--- config.mk ---
export PLATFORM = sky130hd
export DESIGN_NAME = serial_status_flags
export DESIGN_NICKNAME = d
export VERILOG_FILES = /design/src/serial_status_pkg.sv /design/src/serial_status_flags.sv /design/src/status_flag_bit.sv /design/src/axil_regs.sv
export SDC_FILE = /design/constraint.sdc
export NUM_CORES = 1
export LEC_CHECK = 0
export ABC_AREA = 1
export ABC_CLOCK_PERIOD_IN_PS = 2000
export CORE_ASPECT_RATIO = 2
export CORE_MARGIN = 4
export CORE_UTILIZATION = 57
export DETAILED_ROUTE_END_ITERATION = 7
export DONT_BUFFER_PORTS = 1
export PLACE_DENSITY = 0.72
export REMOVE_ABC_BUFFERS = 1
export SLEW_MARGIN = 20
export SYNTH_ARGS = -nofsm -noshare
export SYNTH_HDL_FRONTEND = slang
export SYNTH_SLANG_ARGS = --single-unit
export TNS_END_PERCENT = 20
--- constraint.sdc ---
create_clock -name clk_sys -period 2 [get_ports clk_sys]
set_clock_uncertainty 0.2 [all_clocks]
set_input_delay 0.3 -clock clk_sys [delete_from_list [all_inputs] [get_ports clk_sys]]
set_output_delay 0.3 -clock clk_sys [all_outputs]
set_load 0.02 [all_outputs]
--- src/serial_status_pkg.sv ---
package serial_status_pkg;

  // ----------------------------------------------------------------
  // Register offsets (byte addresses)
  // ----------------------------------------------------------------
  localparam logic [3:0] OFS_STATUS  = 4'h0;
  localparam logic [3:0] OFS_CONTROL = 4'h4;
  localparam logic [3:0] OFS_IRQ_ST  = 4'h8;
  localparam logic [3:0] OFS_IRQ_EN  = 4'hc;
  localparam logic [3:0] OFS_IRQ_CLR = 4'h0; // Second page, see OFS_IRQ_CLRW
  localparam logic [4:0] OFS_IRQ_CLRW = 5'h10;

  // ----------------------------------------------------------------
  // Status bit positions
  // ----------------------------------------------------------------
  localparam int BIT_TX_EMPTY = 7;
  localparam int BIT_RX_FULL  = 6;
  localparam int BIT_OVERRUN  = 5;
  localparam int BIT_FRAMING  = 4;
  localparam int BIT_PARITY   = 3;
  localparam int BIT_TX_END   = 2;
  localparam int BIT_RX_MPB   = 1;
  localparam int BIT_TX_MPB   = 0;

  // ----------------------------------------------------------------
  // Control bit positions
  // ----------------------------------------------------------------
  localparam int CTL_TX_EN   = 0;
  localparam int CTL_RX_EN   = 1;
  localparam int CTL_SMART   = 2;
  localparam int CTL_TWO_STP = 3;

  // ----------------------------------------------------------------
  // Interrupt event positions
  // ----------------------------------------------------------------
  localparam int IRQ_TX_EMPTY = 0;
  localparam int IRQ_RX_FULL  = 1;
  localparam int IRQ_ERROR    = 2;
  localparam int IRQ_TX_END   = 3;
  localparam int IRQ_N        = 4;

  // ----------------------------------------------------------------
  // Reset values
  // ----------------------------------------------------------------
  localparam logic [7:0] STATUS_RST  = 8'h84;
  localparam logic [3:0] CONTROL_RST = 4'h0;

  localparam logic [1:0] RESP_OKAY   = 2'h0;
  localparam logic [1:0] RESP_SLVERR = 2'h2;

endpackage

--- src/serial_status_flags.sv ---
// Notes on behaviour
// Reception done while receive full sets overrun
// Error flags clear on zero after one read
// Stop bit zero sets framing error
// Two stop bits: check first only
// Parity mismatch sets parity error
// Transmit end set: disabled, or empty last bit
// Transmit end clears with transmit empty clear
// Capture received multiproc bit; hold when disabled
// Transmitted character carries transmit multiproc bit
// Transmit empty set: disabled, or buffer moved
// Transmit empty clears by software or controller
// Good reception into buffer sets receive full
// Receive full clears by software or controller
// Receive full holds when reception disabled
// Smart card mode: bit 4 is error signal
// Low error signal sampled sets error status
// Error status clears on zero after one read
// Writing one to clearable flags is ignored
// Transmit end and received multiproc are read-only
//
// Local design decisions: the register offsets and the AXI4-Lite slave port.
`timescale 1ns/1ps
module serial_status_flags (
  input  wire logic        clk_sys,
  input  wire logic        rst,
  input  wire logic        ce,
  input  wire logic [4:0]  s_axi_awaddr,
  input  wire logic        s_axi_awvalid,
  output logic             s_axi_awready,
  input  wire logic [31:0] s_axi_wdata,
  input  wire logic [3:0]  s_axi_wstrb,
  input  wire logic        s_axi_wvalid,
  output logic             s_axi_wready,
  output logic [1:0]       s_axi_bresp,
  output logic             s_axi_bvalid,
  input  wire logic        s_axi_bready,
  input  wire logic [4:0]  s_axi_araddr,
  input  wire logic        s_axi_arvalid,
  output logic             s_axi_arready,
  output logic [31:0]      s_axi_rdata,
  output logic [1:0]       s_axi_rresp,
  output logic             s_axi_rvalid,
  input  wire logic        s_axi_rready,
  input  wire logic        tx_load,
  input  wire logic        tx_last_bit,
  input  wire logic        rx_done,
  input  wire logic        rx_stop_first,
  input  wire logic        rx_parity_bad,
  input  wire logic        rx_mpb_in,
  input  wire logic        err_signal_low,
  input  wire logic        xfer_tx_write,
  input  wire logic        xfer_rx_read,
  output logic             tx_mpb_out,
  output logic             transmit_enable,
  output logic             receive_enable,
  output logic             smart_card_select,
  output logic             two_stop_bits,
  output logic             rx_buffer_load,
  output logic             transmit_request,
  output logic             receive_request,
  output logic             irq
);
  typedef struct packed {
    logic [3:0]                                ctl;
    logic                                      mpb_rx;
    logic                                      mpb_tx;
    logic [7:0]                                seen;
    logic [serial_status_pkg::IRQ_N-1:0]       irq_st;
    logic [serial_status_pkg::IRQ_N-1:0]       irq_en;
  } state_t;
  state_t state_q;
  state_t state_d;

  logic        wr_stb;
  logic        rd_stb;
  logic [4:0]  wr_addr;
  logic [4:0]  rd_addr;
  logic [7:0]  wr_data;
  logic [31:0] rd_word;
  logic        rd_ok;
  logic        wr_ok;
  logic [7:0]  status;
  logic [7:0]  set_v;
  logic [7:0]  clr_v;
  logic [7:0]  rst_v;
  logic        wr_status;
  logic        rx_good;
  logic        rx_err;
  logic        sw_clr_transmit_empty_flag;
  logic [serial_status_pkg::IRQ_N-1:0] ev;

  // ----------------------------------------------------------------
  // Bus slave
  // ----------------------------------------------------------------
  axil_regs u_bus (
    .clk_sys       (clk_sys),
    .rst           (rst),
    .ce            (ce),
    .s_axi_awaddr  (s_axi_awaddr),
    .s_axi_awvalid (s_axi_awvalid),
    .s_axi_awready (s_axi_awready),
    .s_axi_wdata   (s_axi_wdata),
    .s_axi_wstrb   (s_axi_wstrb),
    .s_axi_wvalid  (s_axi_wvalid),
    .s_axi_wready  (s_axi_wready),
    .s_axi_bresp   (s_axi_bresp),
    .s_axi_bvalid  (s_axi_bvalid),
    .s_axi_bready  (s_axi_bready),
    .s_axi_araddr  (s_axi_araddr),
    .s_axi_arvalid (s_axi_arvalid),
    .s_axi_arready (s_axi_arready),
    .s_axi_rdata   (s_axi_rdata),
    .s_axi_rresp   (s_axi_rresp),
    .s_axi_rvalid  (s_axi_rvalid),
    .s_axi_rready  (s_axi_rready),
    .rd_word       (rd_word),
    .rd_ok         (rd_ok),
    .wr_ok         (wr_ok),
    .wr_stb        (wr_stb),
    .rd_stb        (rd_stb),
    .wr_addr       (wr_addr),
    .rd_addr       (rd_addr),
    .wr_data       (wr_data)
  );

  // ----------------------------------------------------------------
  // Decode
  // ----------------------------------------------------------------
  assign wr_status = wr_stb && (wr_addr == {1'b0, serial_status_pkg::OFS_STATUS});
  assign wr_ok = (wr_addr == {1'b0, serial_status_pkg::OFS_STATUS})
              || (wr_addr == {1'b0, serial_status_pkg::OFS_CONTROL})
              || (wr_addr == {1'b0, serial_status_pkg::OFS_IRQ_EN})
              || (wr_addr == serial_status_pkg::OFS_IRQ_CLRW);

  always_comb begin
    rd_ok   = 1'b1;
    rd_word = 32'h0000_0000;
    if (rd_addr == {1'b0, serial_status_pkg::OFS_STATUS}) begin
      rd_word = {24'h00_0000, status};
    end else if (rd_addr == {1'b0, serial_status_pkg::OFS_CONTROL}) begin
      rd_word = {28'h000_0000, state_q.ctl};
    end else if (rd_addr == {1'b0, serial_status_pkg::OFS_IRQ_ST}) begin
      rd_word = {28'h000_0000, state_q.irq_st};
    end else if (rd_addr == {1'b0, serial_status_pkg::OFS_IRQ_EN}) begin
      rd_word = {28'h000_0000, state_q.irq_en};
    end else if (rd_addr == serial_status_pkg::OFS_IRQ_CLRW) begin
      rd_word = 32'h0000_0000;
    end else begin
      rd_ok = 1'b0;
    end
  end

  assign transmit_enable   = state_q.ctl[serial_status_pkg::CTL_TX_EN];
  assign receive_enable    = state_q.ctl[serial_status_pkg::CTL_RX_EN];
  assign smart_card_select = state_q.ctl[serial_status_pkg::CTL_SMART];
  assign two_stop_bits     = state_q.ctl[serial_status_pkg::CTL_TWO_STP];

  // ----------------------------------------------------------------
  // Flag events
  // ----------------------------------------------------------------
  assign rx_err  = smart_card_select ? 1'b0 : !rx_stop_first;
  assign rx_good = rx_done && receive_enable && !rx_err && !rx_parity_bad
                && !status[serial_status_pkg::BIT_RX_FULL];
  assign rx_buffer_load = rx_good;
  assign sw_clr_transmit_empty_flag = wr_status && !wr_data[serial_status_pkg::BIT_TX_EMPTY]
                    && state_q.seen[serial_status_pkg::BIT_TX_EMPTY];

  always_comb begin
    set_v = 8'h00;
    clr_v = 8'h00;
    set_v[serial_status_pkg::BIT_TX_EMPTY] = !transmit_enable || tx_load;
    set_v[serial_status_pkg::BIT_RX_FULL]  = rx_good;
    set_v[serial_status_pkg::BIT_OVERRUN]  = rx_done && receive_enable
                                          && status[serial_status_pkg::BIT_RX_FULL];
    set_v[serial_status_pkg::BIT_FRAMING]  = smart_card_select ? err_signal_low
                                           : (rx_done && receive_enable && rx_err);
    set_v[serial_status_pkg::BIT_PARITY]   = rx_done && receive_enable && rx_parity_bad;
    set_v[serial_status_pkg::BIT_TX_END]   = !transmit_enable
                   || (tx_last_bit && status[serial_status_pkg::BIT_TX_EMPTY]);
    // Clear only as zero after a read of one; ones ignored
    for (int i = 3; i < 8; i++) begin
      clr_v[i] = wr_status && !wr_data[i] && state_q.seen[i];
    end
    clr_v[serial_status_pkg::BIT_TX_EMPTY] = sw_clr_transmit_empty_flag || xfer_tx_write;
    clr_v[serial_status_pkg::BIT_RX_FULL]  = clr_v[serial_status_pkg::BIT_RX_FULL]
                                          || xfer_rx_read;
    clr_v[serial_status_pkg::BIT_TX_END]   = sw_clr_transmit_empty_flag || xfer_tx_write;
  end

  // ----------------------------------------------------------------
  // Flag storage
  // ----------------------------------------------------------------
  assign rst_v = serial_status_pkg::STATUS_RST;

  genvar g;
  generate
    for (g = 2; g < 8; g++) begin : g_flag
      status_flag_bit u_flag (
        .clk_sys (clk_sys),
        .rst     (rst),
        .ce      (ce),
        .rst_val (rst_v[g]),
        .set_ev  (rst_v[g] ? (clr_v[g] && !set_v[g]) : set_v[g]),
        .clr_ev  (rst_v[g] ? set_v[g] : clr_v[g]),
        .flag    (status[g])
      );
    end
  endgenerate

  assign status[serial_status_pkg::BIT_RX_MPB] = state_q.mpb_rx;
  assign status[serial_status_pkg::BIT_TX_MPB] = state_q.mpb_tx;
  assign tx_mpb_out       = state_q.mpb_tx;
  assign transmit_request = status[serial_status_pkg::BIT_TX_EMPTY];
  assign receive_request  = status[serial_status_pkg::BIT_RX_FULL];

  assign ev[serial_status_pkg::IRQ_TX_EMPTY] = set_v[serial_status_pkg::BIT_TX_EMPTY]
                                            && transmit_enable;
  assign ev[serial_status_pkg::IRQ_RX_FULL]  = set_v[serial_status_pkg::BIT_RX_FULL];
  assign ev[serial_status_pkg::IRQ_ERROR]    = |set_v[5:3];
  assign ev[serial_status_pkg::IRQ_TX_END]   = set_v[serial_status_pkg::BIT_TX_END]
                                            && transmit_enable;

  // ----------------------------------------------------------------
  // Registered state
  // ----------------------------------------------------------------
  always_comb begin
    state_d = state_q;
    if (rx_done && receive_enable) begin
      state_d.mpb_rx = rx_mpb_in;
    end
    if (rd_stb && rd_addr == {1'b0, serial_status_pkg::OFS_STATUS}) begin
      state_d.seen = status;
    end
    if (wr_status) begin
      state_d.mpb_tx = wr_data[serial_status_pkg::BIT_TX_MPB];
      state_d.seen   = 8'h00;
    end
    if (wr_stb && wr_addr == {1'b0, serial_status_pkg::OFS_CONTROL}) begin
      state_d.ctl = wr_data[3:0];
    end
    if (wr_stb && wr_addr == {1'b0, serial_status_pkg::OFS_IRQ_EN}) begin
      state_d.irq_en = wr_data[3:0];
    end
    if (wr_stb && wr_addr == serial_status_pkg::OFS_IRQ_CLRW) begin
      state_d.irq_st = state_q.irq_st & ~wr_data[3:0];
    end
    state_d.irq_st = state_d.irq_st | ev;
  end

  always_ff @(posedge clk_sys or posedge rst) begin
    if (rst) begin
      state_q <= '0;
    end else if (ce) begin
      state_q <= state_d;
    end
  end

  assign irq = |(state_q.irq_st & state_q.irq_en);
endmodule

--- src/status_flag_bit.sv ---
`timescale 1ns/1ps
module status_flag_bit (
  input  wire logic clk_sys,
  input  wire logic rst,
  input  wire logic ce,
  input  wire logic rst_val,
  input  wire logic set_ev,
  input  wire logic clr_ev,
  output logic      flag
);
  typedef struct packed {
    logic f;
  } state_t;
  state_t state_q;
  state_t state_d;

  // ----------------------------------------------------------------
  // Sticky flag, set wins over clear
  // ----------------------------------------------------------------
  always_comb begin
    state_d = state_q;
    if (clr_ev) begin
      state_d.f = 1'b0;
    end
    if (set_ev) begin
      state_d.f = 1'b1;
    end
  end

  always_ff @(posedge clk_sys or posedge rst) begin
    if (rst) begin
      state_q <= '0;
    end else if (ce) begin
      state_q <= state_d;
    end
  end

  assign flag = state_q.f ^ rst_val;
endmodule

--- src/axil_regs.sv ---
`timescale 1ns/1ps
module axil_regs (
  input  wire logic        clk_sys,
  input  wire logic        rst,
  input  wire logic        ce,
  input  wire logic [4:0]  s_axi_awaddr,
  input  wire logic        s_axi_awvalid,
  output logic             s_axi_awready,
  input  wire logic [31:0] s_axi_wdata,
  input  wire logic [3:0]  s_axi_wstrb,
  input  wire logic        s_axi_wvalid,
  output logic             s_axi_wready,
  output logic [1:0]       s_axi_bresp,
  output logic             s_axi_bvalid,
  input  wire logic        s_axi_bready,
  input  wire logic [4:0]  s_axi_araddr,
  input  wire logic        s_axi_arvalid,
  output logic             s_axi_arready,
  output logic [31:0]      s_axi_rdata,
  output logic [1:0]       s_axi_rresp,
  output logic             s_axi_rvalid,
  input  wire logic        s_axi_rready,
  input  wire logic [31:0] rd_word,
  input  wire logic        rd_ok,
  input  wire logic        wr_ok,
  output logic             wr_stb,
  output logic             rd_stb,
  output logic [4:0]       wr_addr,
  output logic [4:0]       rd_addr,
  output logic [7:0]       wr_data
);
  typedef struct packed {
    logic        aw_have;
    logic [4:0]  aw;
    logic        w_have;
    logic [7:0]  wd;
    logic        wlane;
    logic        bvalid;
    logic [1:0]  bresp;
    logic        rvalid;
    logic [31:0] rdata;
    logic [1:0]  rresp;
  } state_t;
  state_t state_q;
  state_t state_d;

  // ----------------------------------------------------------------
  // Write and read channels
  // ----------------------------------------------------------------
  always_comb begin
    state_d = state_q;
    wr_stb  = 1'b0;
    rd_stb  = 1'b0;
    if (s_axi_awvalid && s_axi_awready) begin
      state_d.aw_have = 1'b1;
      state_d.aw      = s_axi_awaddr;
    end
    if (s_axi_wvalid && s_axi_wready) begin
      state_d.w_have = 1'b1;
      state_d.wd     = s_axi_wdata[7:0];
      state_d.wlane  = s_axi_wstrb[0];
    end
    if (state_q.aw_have && state_q.w_have && !state_q.bvalid) begin
      wr_stb          = state_q.wlane;
      state_d.aw_have = 1'b0;
      state_d.w_have  = 1'b0;
      state_d.bvalid  = 1'b1;
      state_d.bresp   = wr_ok ? serial_status_pkg::RESP_OKAY : serial_status_pkg::RESP_SLVERR;
    end
    if (state_q.bvalid && s_axi_bready) begin
      state_d.bvalid = 1'b0;
    end
    if (s_axi_arvalid && s_axi_arready) begin
      rd_stb        = 1'b1;
      state_d.rvalid = 1'b1;
      state_d.rdata = rd_word;
      state_d.rresp = rd_ok ? serial_status_pkg::RESP_OKAY : serial_status_pkg::RESP_SLVERR;
    end
    if (state_q.rvalid && s_axi_rready) begin
      state_d.rvalid = 1'b0;
    end
  end

  always_ff @(posedge clk_sys or posedge rst) begin
    if (rst) begin
      state_q <= '0;
    end else if (ce) begin
      state_q <= state_d;
    end
  end

  assign s_axi_awready = ce && !state_q.aw_have;
  assign s_axi_wready  = ce && !state_q.w_have;
  assign s_axi_arready = ce && !state_q.rvalid;
  assign s_axi_bvalid  = state_q.bvalid;
  assign s_axi_bresp   = state_q.bresp;
  assign s_axi_rvalid  = state_q.rvalid;
  assign s_axi_rdata   = state_q.rdata;
  assign s_axi_rresp   = state_q.rresp;
  assign wr_addr       = state_q.aw;
  assign wr_data       = state_q.wd;
  assign rd_addr       = s_axi_araddr;
endmodule

==> impl_metrics.toml, run 1 <==
[cts]
cts_made_buffers = 5
clockBufferDepth = 2
cts-root-buf = "clkbuf_8"
cts_tree = "done"
cts_setup_buffers = 0
path_clk_slew_ns = 0.09
htreeDepth = 2
numClockSinks = 53
clock_latency_ns = 0.30

[synth]
syn_inst = 337
synth_top_area_share_pct = 48.2
synth.most_common_cell = "nand2_1"
syn_area_sq_um = 2750
yosys_warnings = 0
synth-seq-cells = 53
ys_top_cells_by_area = "dfrtp_1 (48%), buf_4 (9.8%), nand2_1 (8.9%), inv_1 (5.5%), nor2_1 (4.8%)"
synth-seq-area-share_pct = 48.2
synth_compound_area_share_pct = 9.14
synth_edf_count = 0
synthSimpleGateAreaFrac_pct = 25.2
yosysTopAreaCell = "dfrtp_1"
ys.flop_type = "dfrtp_1"
synthXorXnorAreaFrac_pct = 0
syn_avg_cell_area_sq_um = 8.16
synth_top_family_by_area = "simple AND/OR/NAND/NOR gates"
yosys-top-cells-count = "nand2_1 (65), dfrtp_1 (53), inv_1 (40)"
yosys-mux-area-fraction_pct = 0.819
synth_cell_types = 25
async_reset_ff_share_pct = 100
synth-adder-area-share_pct = 0

[pwr]
power_mw = 2.95
leakage_nw = 1.56
powerDensity_nw_per_um2 = 979
peakVddDrop_v = 0.000885

[final_layout]
layout-drive-gt1-share_pct = 9.14
nFillCells = 411
fin_util_pct = 64.8
multi_input_area_sq_um = 1060
final-seq-area_sq_um = 1330
diodes = 0
area_delta_synth_final_pct = 9.42
layout.nets = 423
fin_area_sq_um = 3010

[critical_path]
required_ns = 1.50
critPathKind = "flop to output port"
critPathMaxFanout = 4
start_kind = "flop"
cp-end-kind = "output port"
arrival_ns = 1.30
ff2ff_path_depth = 6

[timing]
period_needed_ns = 1.80
finalMaxSlewViolations = 0
finalCritPeriodShare_pct = 90.0
hold_violations = 0
rsz0062_at_grt = "false"
finalSetupViolations = 0
setup_tns_ns = 0
max_freq_mhz = 555
setup_slack_ns = 0.200

[floorplanning]
start_util_pct = 59.2
die-area_sq_um = 6070
die_w_um = 57.1
fp-row-count = 35
core-area_sq_um = 4640
die_h_um = 106
ios = 113

[routing]
drc = 0
drtPass1Iterations = 4
wl_per_cell_um = 14.5
ant_nets = 0
vias = 2184
wl_um = 6040
drt_iter0_drc = 89
viasPerCell = 5.25

[global_route]
antenna_found_initial = 0
grt_usage_pct = 21.6
grt_pass1_vias = 2203
grt_max_degree = 33
grt_pass1_wl_um = 10200
grt-ovfl-total = 0

[flow_run]
maxCapViolations = 0

[hold_path]
hp-class = "input pin to flop"
whs_path_depth = 3

[place]
placed_area_sq_um = 2710
dp.final_hpwl_um = 4600
port_buffers = 0
dp_slack_ns = 0.230
globalplace.congestion = 0.902

[status]
status = "complete, no violations"
state kept, by name, summed over array words and instances (netlist names), 3 cells and up:
signal                 count
u_bus.wr_data              8
u_bus.wr_addr              5
g_flag.u_flag.state_q      6
u_bus.s_axi_rdata          8
u_bus.state_q              3
state_q                   14
stage by stage:
step	hold slack [ns]	std cells
finish	0.0157	416
global route	0.0108	416
CTS	0.00452	416
detailed placement	0.0319	386
global placement	0.0293	386
floorplan	0.225	321
cells in the final DEF, fill, tap and decap left out, types with 3 or more instances in the layout:
cell type and n:
nand3_1 26, conb_1 26, nor2_1 35, o21ai_1 7, dfrtp_1 53, a22o_1 3, inv_1 39, buf_4 9
clkbuf_8 5, dlygate4sd3_1 22, inv_2 3, nand4_1 11, nand2_1 65, nand2_2 3, a21oi_1 19, nor2_4 3
o21ai_0 16
final cells by class:
| type | instances | share of cell area [%] |
|---|---|---|
| clock inverter | 1 | 0.249 |
| inverter | 42 | 5.24 |
| clock buffer | 7 | 2.54 |
| timing repair buffer | 32 | 10.2 |
| tap | 55 | 2.29 |
| multi-input combinational | 226 | 35.4 |
| sequential | 53 | 44.1 |
worst max-delay path: stages (launching register included):
cell and delay, ns:
dfrtp_1 0.49, nor4_1 0.31, buf_4 0.20
worst paths after layout:
check	slack (ns)	end	from
setup / recovery	0.20	rx_buffer_load	g_flag[6].u_flag.state_q
hold / removal	0.02	u_bus.state_q[47]	ce
setup reg to reg	0.22	state_q[12]	u_bus.s_axi_rvalid
hold reg to reg	0.26	u_bus.s_axi_rdata[7]	g_flag[7].u_flag.state_q
max in group asynchronous	0.80	smart_card_select	rst
min in group asynchronous	0.27	u_bus.wr_data[2]	rst
kinds of logic after synthesis:
kind of cell | count (synthesis)
simple gates | 151
buf+inv | 83
flops | 53
compound gates | 47
mux | 2
other cells | 1
per-layer routing:
layer | up-vias | track usage, % | wire [um]
li1 | 1066 | - | -
met1 | 1016 | 22.7 | 2180
met2 | 85 | 39.1 | 3280
met3 | 17 | 5.47 | 380
met4 | 0 | 9.29 | 199
met5 | - | 0 | 0
report_power, final:
group          total (mW)  internal (mW)  switching [mW]
Sequential           1.59           1.34           0.254
Clock               0.582          0.248           0.333
Combinational       0.773          0.276           0.497
what timing repair did:
item,4_1_cts,5_1_grt
resized for setup,0,0
hold endpoints to repair,44,0
hold buffers,22,0
endpoints found under the setup margin,0,0
Power figures use the tool's default switching activity.
==> run 2: changes to the inputs <==
- BUFFER_PORTS_ARGS: unset -> -buffer_cell sky130_fd_sc_hd__buf_4
- CORE_UTILIZATION: 57 -> 48
- DONT_BUFFER_PORTS: 1 -> unset
- PLACE_DENSITY: 0.72 -> 0.8
==> run 2 against run 1 <==
- first-iteration DRC count up 22%
- combinational power up 26%
- flip-flop and latch count unchanged
- clock power up 29%
- via count up 6.8%
- non-clock buffer count up 36
- clock-buffer cell count unchanged
- register-to-register slack about the same
- routed wire length up 4.5%
- worst hold slack worse by 0.0032 ns
- critical path type unchanged
==> impl_metrics.toml, run 2 (synthesized netlist as in run 1, its figures left out) <==
[cts]
numClockSinks = 53
cts_setup_buffers = 0
htreeDepth = 2
cts_tree = "done"
clock_latency_ns = 0.30
cts-root-buf = "clkbuf_8"
clockBufferDepth = 2
path_clk_slew_ns = 0.09
cts_made_buffers = 5

[timing]
hold_violations = 0
finalSetupViolations = 0
period_needed_ns = 1.84
finalMaxSlewViolations = 0
finalCritPeriodShare_pct = 92.0
setup_tns_ns = 0
max_freq_mhz = 543
rsz0062_at_grt = "false"

[flow_run]
maxCapViolations = 0

[global_route]
grt_pass1_wl_um = 10400
grt_max_degree = 54
grt_usage_pct = 19.5
antenna_found_initial = 0
grt-ovfl-total = 0
grt_pass1_vias = 2295

[place]
globalplace.congestion = 0.899
placed_cells_incl_taps = 448
port_buffers = 59
dp.final_hpwl_um = 4960

[final_layout]
multi_input_area_sq_um = 1070
area_delta_synth_final_pct = 19.0
layout.nets = 459
layout-drive-gt1-share_pct = 23.2
diodes = 0
regMostFlops = "state_q"
nFillCells = 494
layout_common_cells = "buf_4 (66), nand2_1 (65), dfrtp_1 (53)"
mostFrequentLayoutCell = "buf_4"
final-seq-area_sq_um = 1330
instances_no_fill = 457
largest_reg_flops = 14

[critical_path]
rrSetupSlack_ns = 0.23
arrival_ns = 1.34
r2r_end = "g_flag[5].u_flag.state_q"
cp-startpoint = "receive_enable"
critPathKind = "flop to output port"
timing.critical_path.buf_inv = 1
r2r-start = "u_bus.s_axi_bvalid"
cp-end-kind = "output port"
critPathMaxFanout = 2
crit_family = "flip-flops"
path_depth = 3
slowest_stage = "dfrtp_1"
required_ns = 1.50
ff2ff_path_depth = 6
cp_cell_sequence = "nand2_1, nor4_2, buf_4"
cp_slowest_stage_delay_ns = 0.43
start_kind = "flop"

[pwr]
p_clk_share_pct = 22.9
powerDensity_nw_per_um2 = 1000
p_sw_mw = 1.15
power_mw = 3.28
combPwrFrac_pct = 29.8
peakVddDrop_v = 0.000742
leakage_nw = 1.78
internal_power_mw = 2.13
switching_share_pct = 35.0
pwr-share-seq_pct = 47.4

[hold_path]
hp-class = "input pin to flop"
holdPathEnd = "u_bus.wr_addr[2]"
whs_path_depth = 2
worstHoldStart = "s_axi_awaddr[2]"

[floorplanning]
die_h_um = 115
fp-row-count = 38
core-area_sq_um = 5520
start_util_pct = 49.9
die_w_um = 61.5
ios = 113
die-area_sq_um = 7080

[routing]
drt_iter0_drc = 109
wl_per_cell_um = 13.8
vias = 2332
drc = 0
drtPass1Iterations = 4
ant_nets = 0
viasPerCell = 5.10
wl_um = 6310

[status]
status = "complete, no violations"
run 2: cell types whose count changed in the layout (fill, tap and decap cells not counted):
cell / change
bufinv_16: +1
dlygate4sd3_1: -21
buf_4: +57
clkinvlp_4: -1
nor4_2: +1
clkbuf_8: +1
clkbuf_1: -1
nor4_1: -1
run 2: cell type report:
class | instances | area share (%)
timing repair buffer | 68 | 16.1
clock inverter | 1 | 0.918
tap | 60 | 2.29
sequential | 53 | 40.5
multi-input combinational | 226 | 32.7
clock buffer | 7 | 2.64
inverter | 42 | 4.82
run 2: worst max-delay path by stage:
stage	end	slack, ns
2_1_floorplan	g_flag[6].u_flag.state_q	0.17
3_3_place_gp	g_flag[5].u_flag.state_q	0.23
3_5_place_dp	g_flag[5].u_flag.state_q	0.22
4_1_cts	rx_buffer_load	0.06
5_1_grt	g_flag[5].u_flag.state_q	0.02
6_report	rx_buffer_load	0.16
run 2: repair_timing:
action | 4_1_cts | 5_1_grt
endpoints found under the hold margin | 53 | 0
hold buffers | 1 | 0
gates resized for setup | 0 | 1
endpoints found under the setup margin | 0 | 1
run 2: routing by layer:
layer / GRT usage, % / vias up / share of wire, %
met1: 21.2 / 1080 / 34
met3: 3.37 / 21 / 6.7
met2: 33.9 / 99 / 54
met4: 11.2 / 0 / 4.8
li1: - / 1132 / -
met5: 0 / - / 0
run 2: power by group through the flow:
stage | Clock (mW) | Sequential [mW] | Combinational, mW
floorplan | 0 | 1.57 | 0.557
global placement | 0 | 1.55 | 0.946
detailed placement | 0 | 1.57 | 0.980
CTS | 0.764 | 1.55 | 0.986
global route | 0.809 | 1.58 | 1.10
finish | 0.749 | 1.55 | 0.976
run 2: stage by stage:
step	util, %	hold slack (ns)	instance area (sq um)	setup slack [ns]
after detailed placement	56.9	0.178	3140	0.222
final	59.3	0.0125	3270	0.160
after CTS	59.2	0.000805	3270	0.0586
after global routing	59.3	0.0132	3270	0.0213
after global placement	56.9	0.173	3140	0.232
after floorplan	-	0.225	2550	0.172
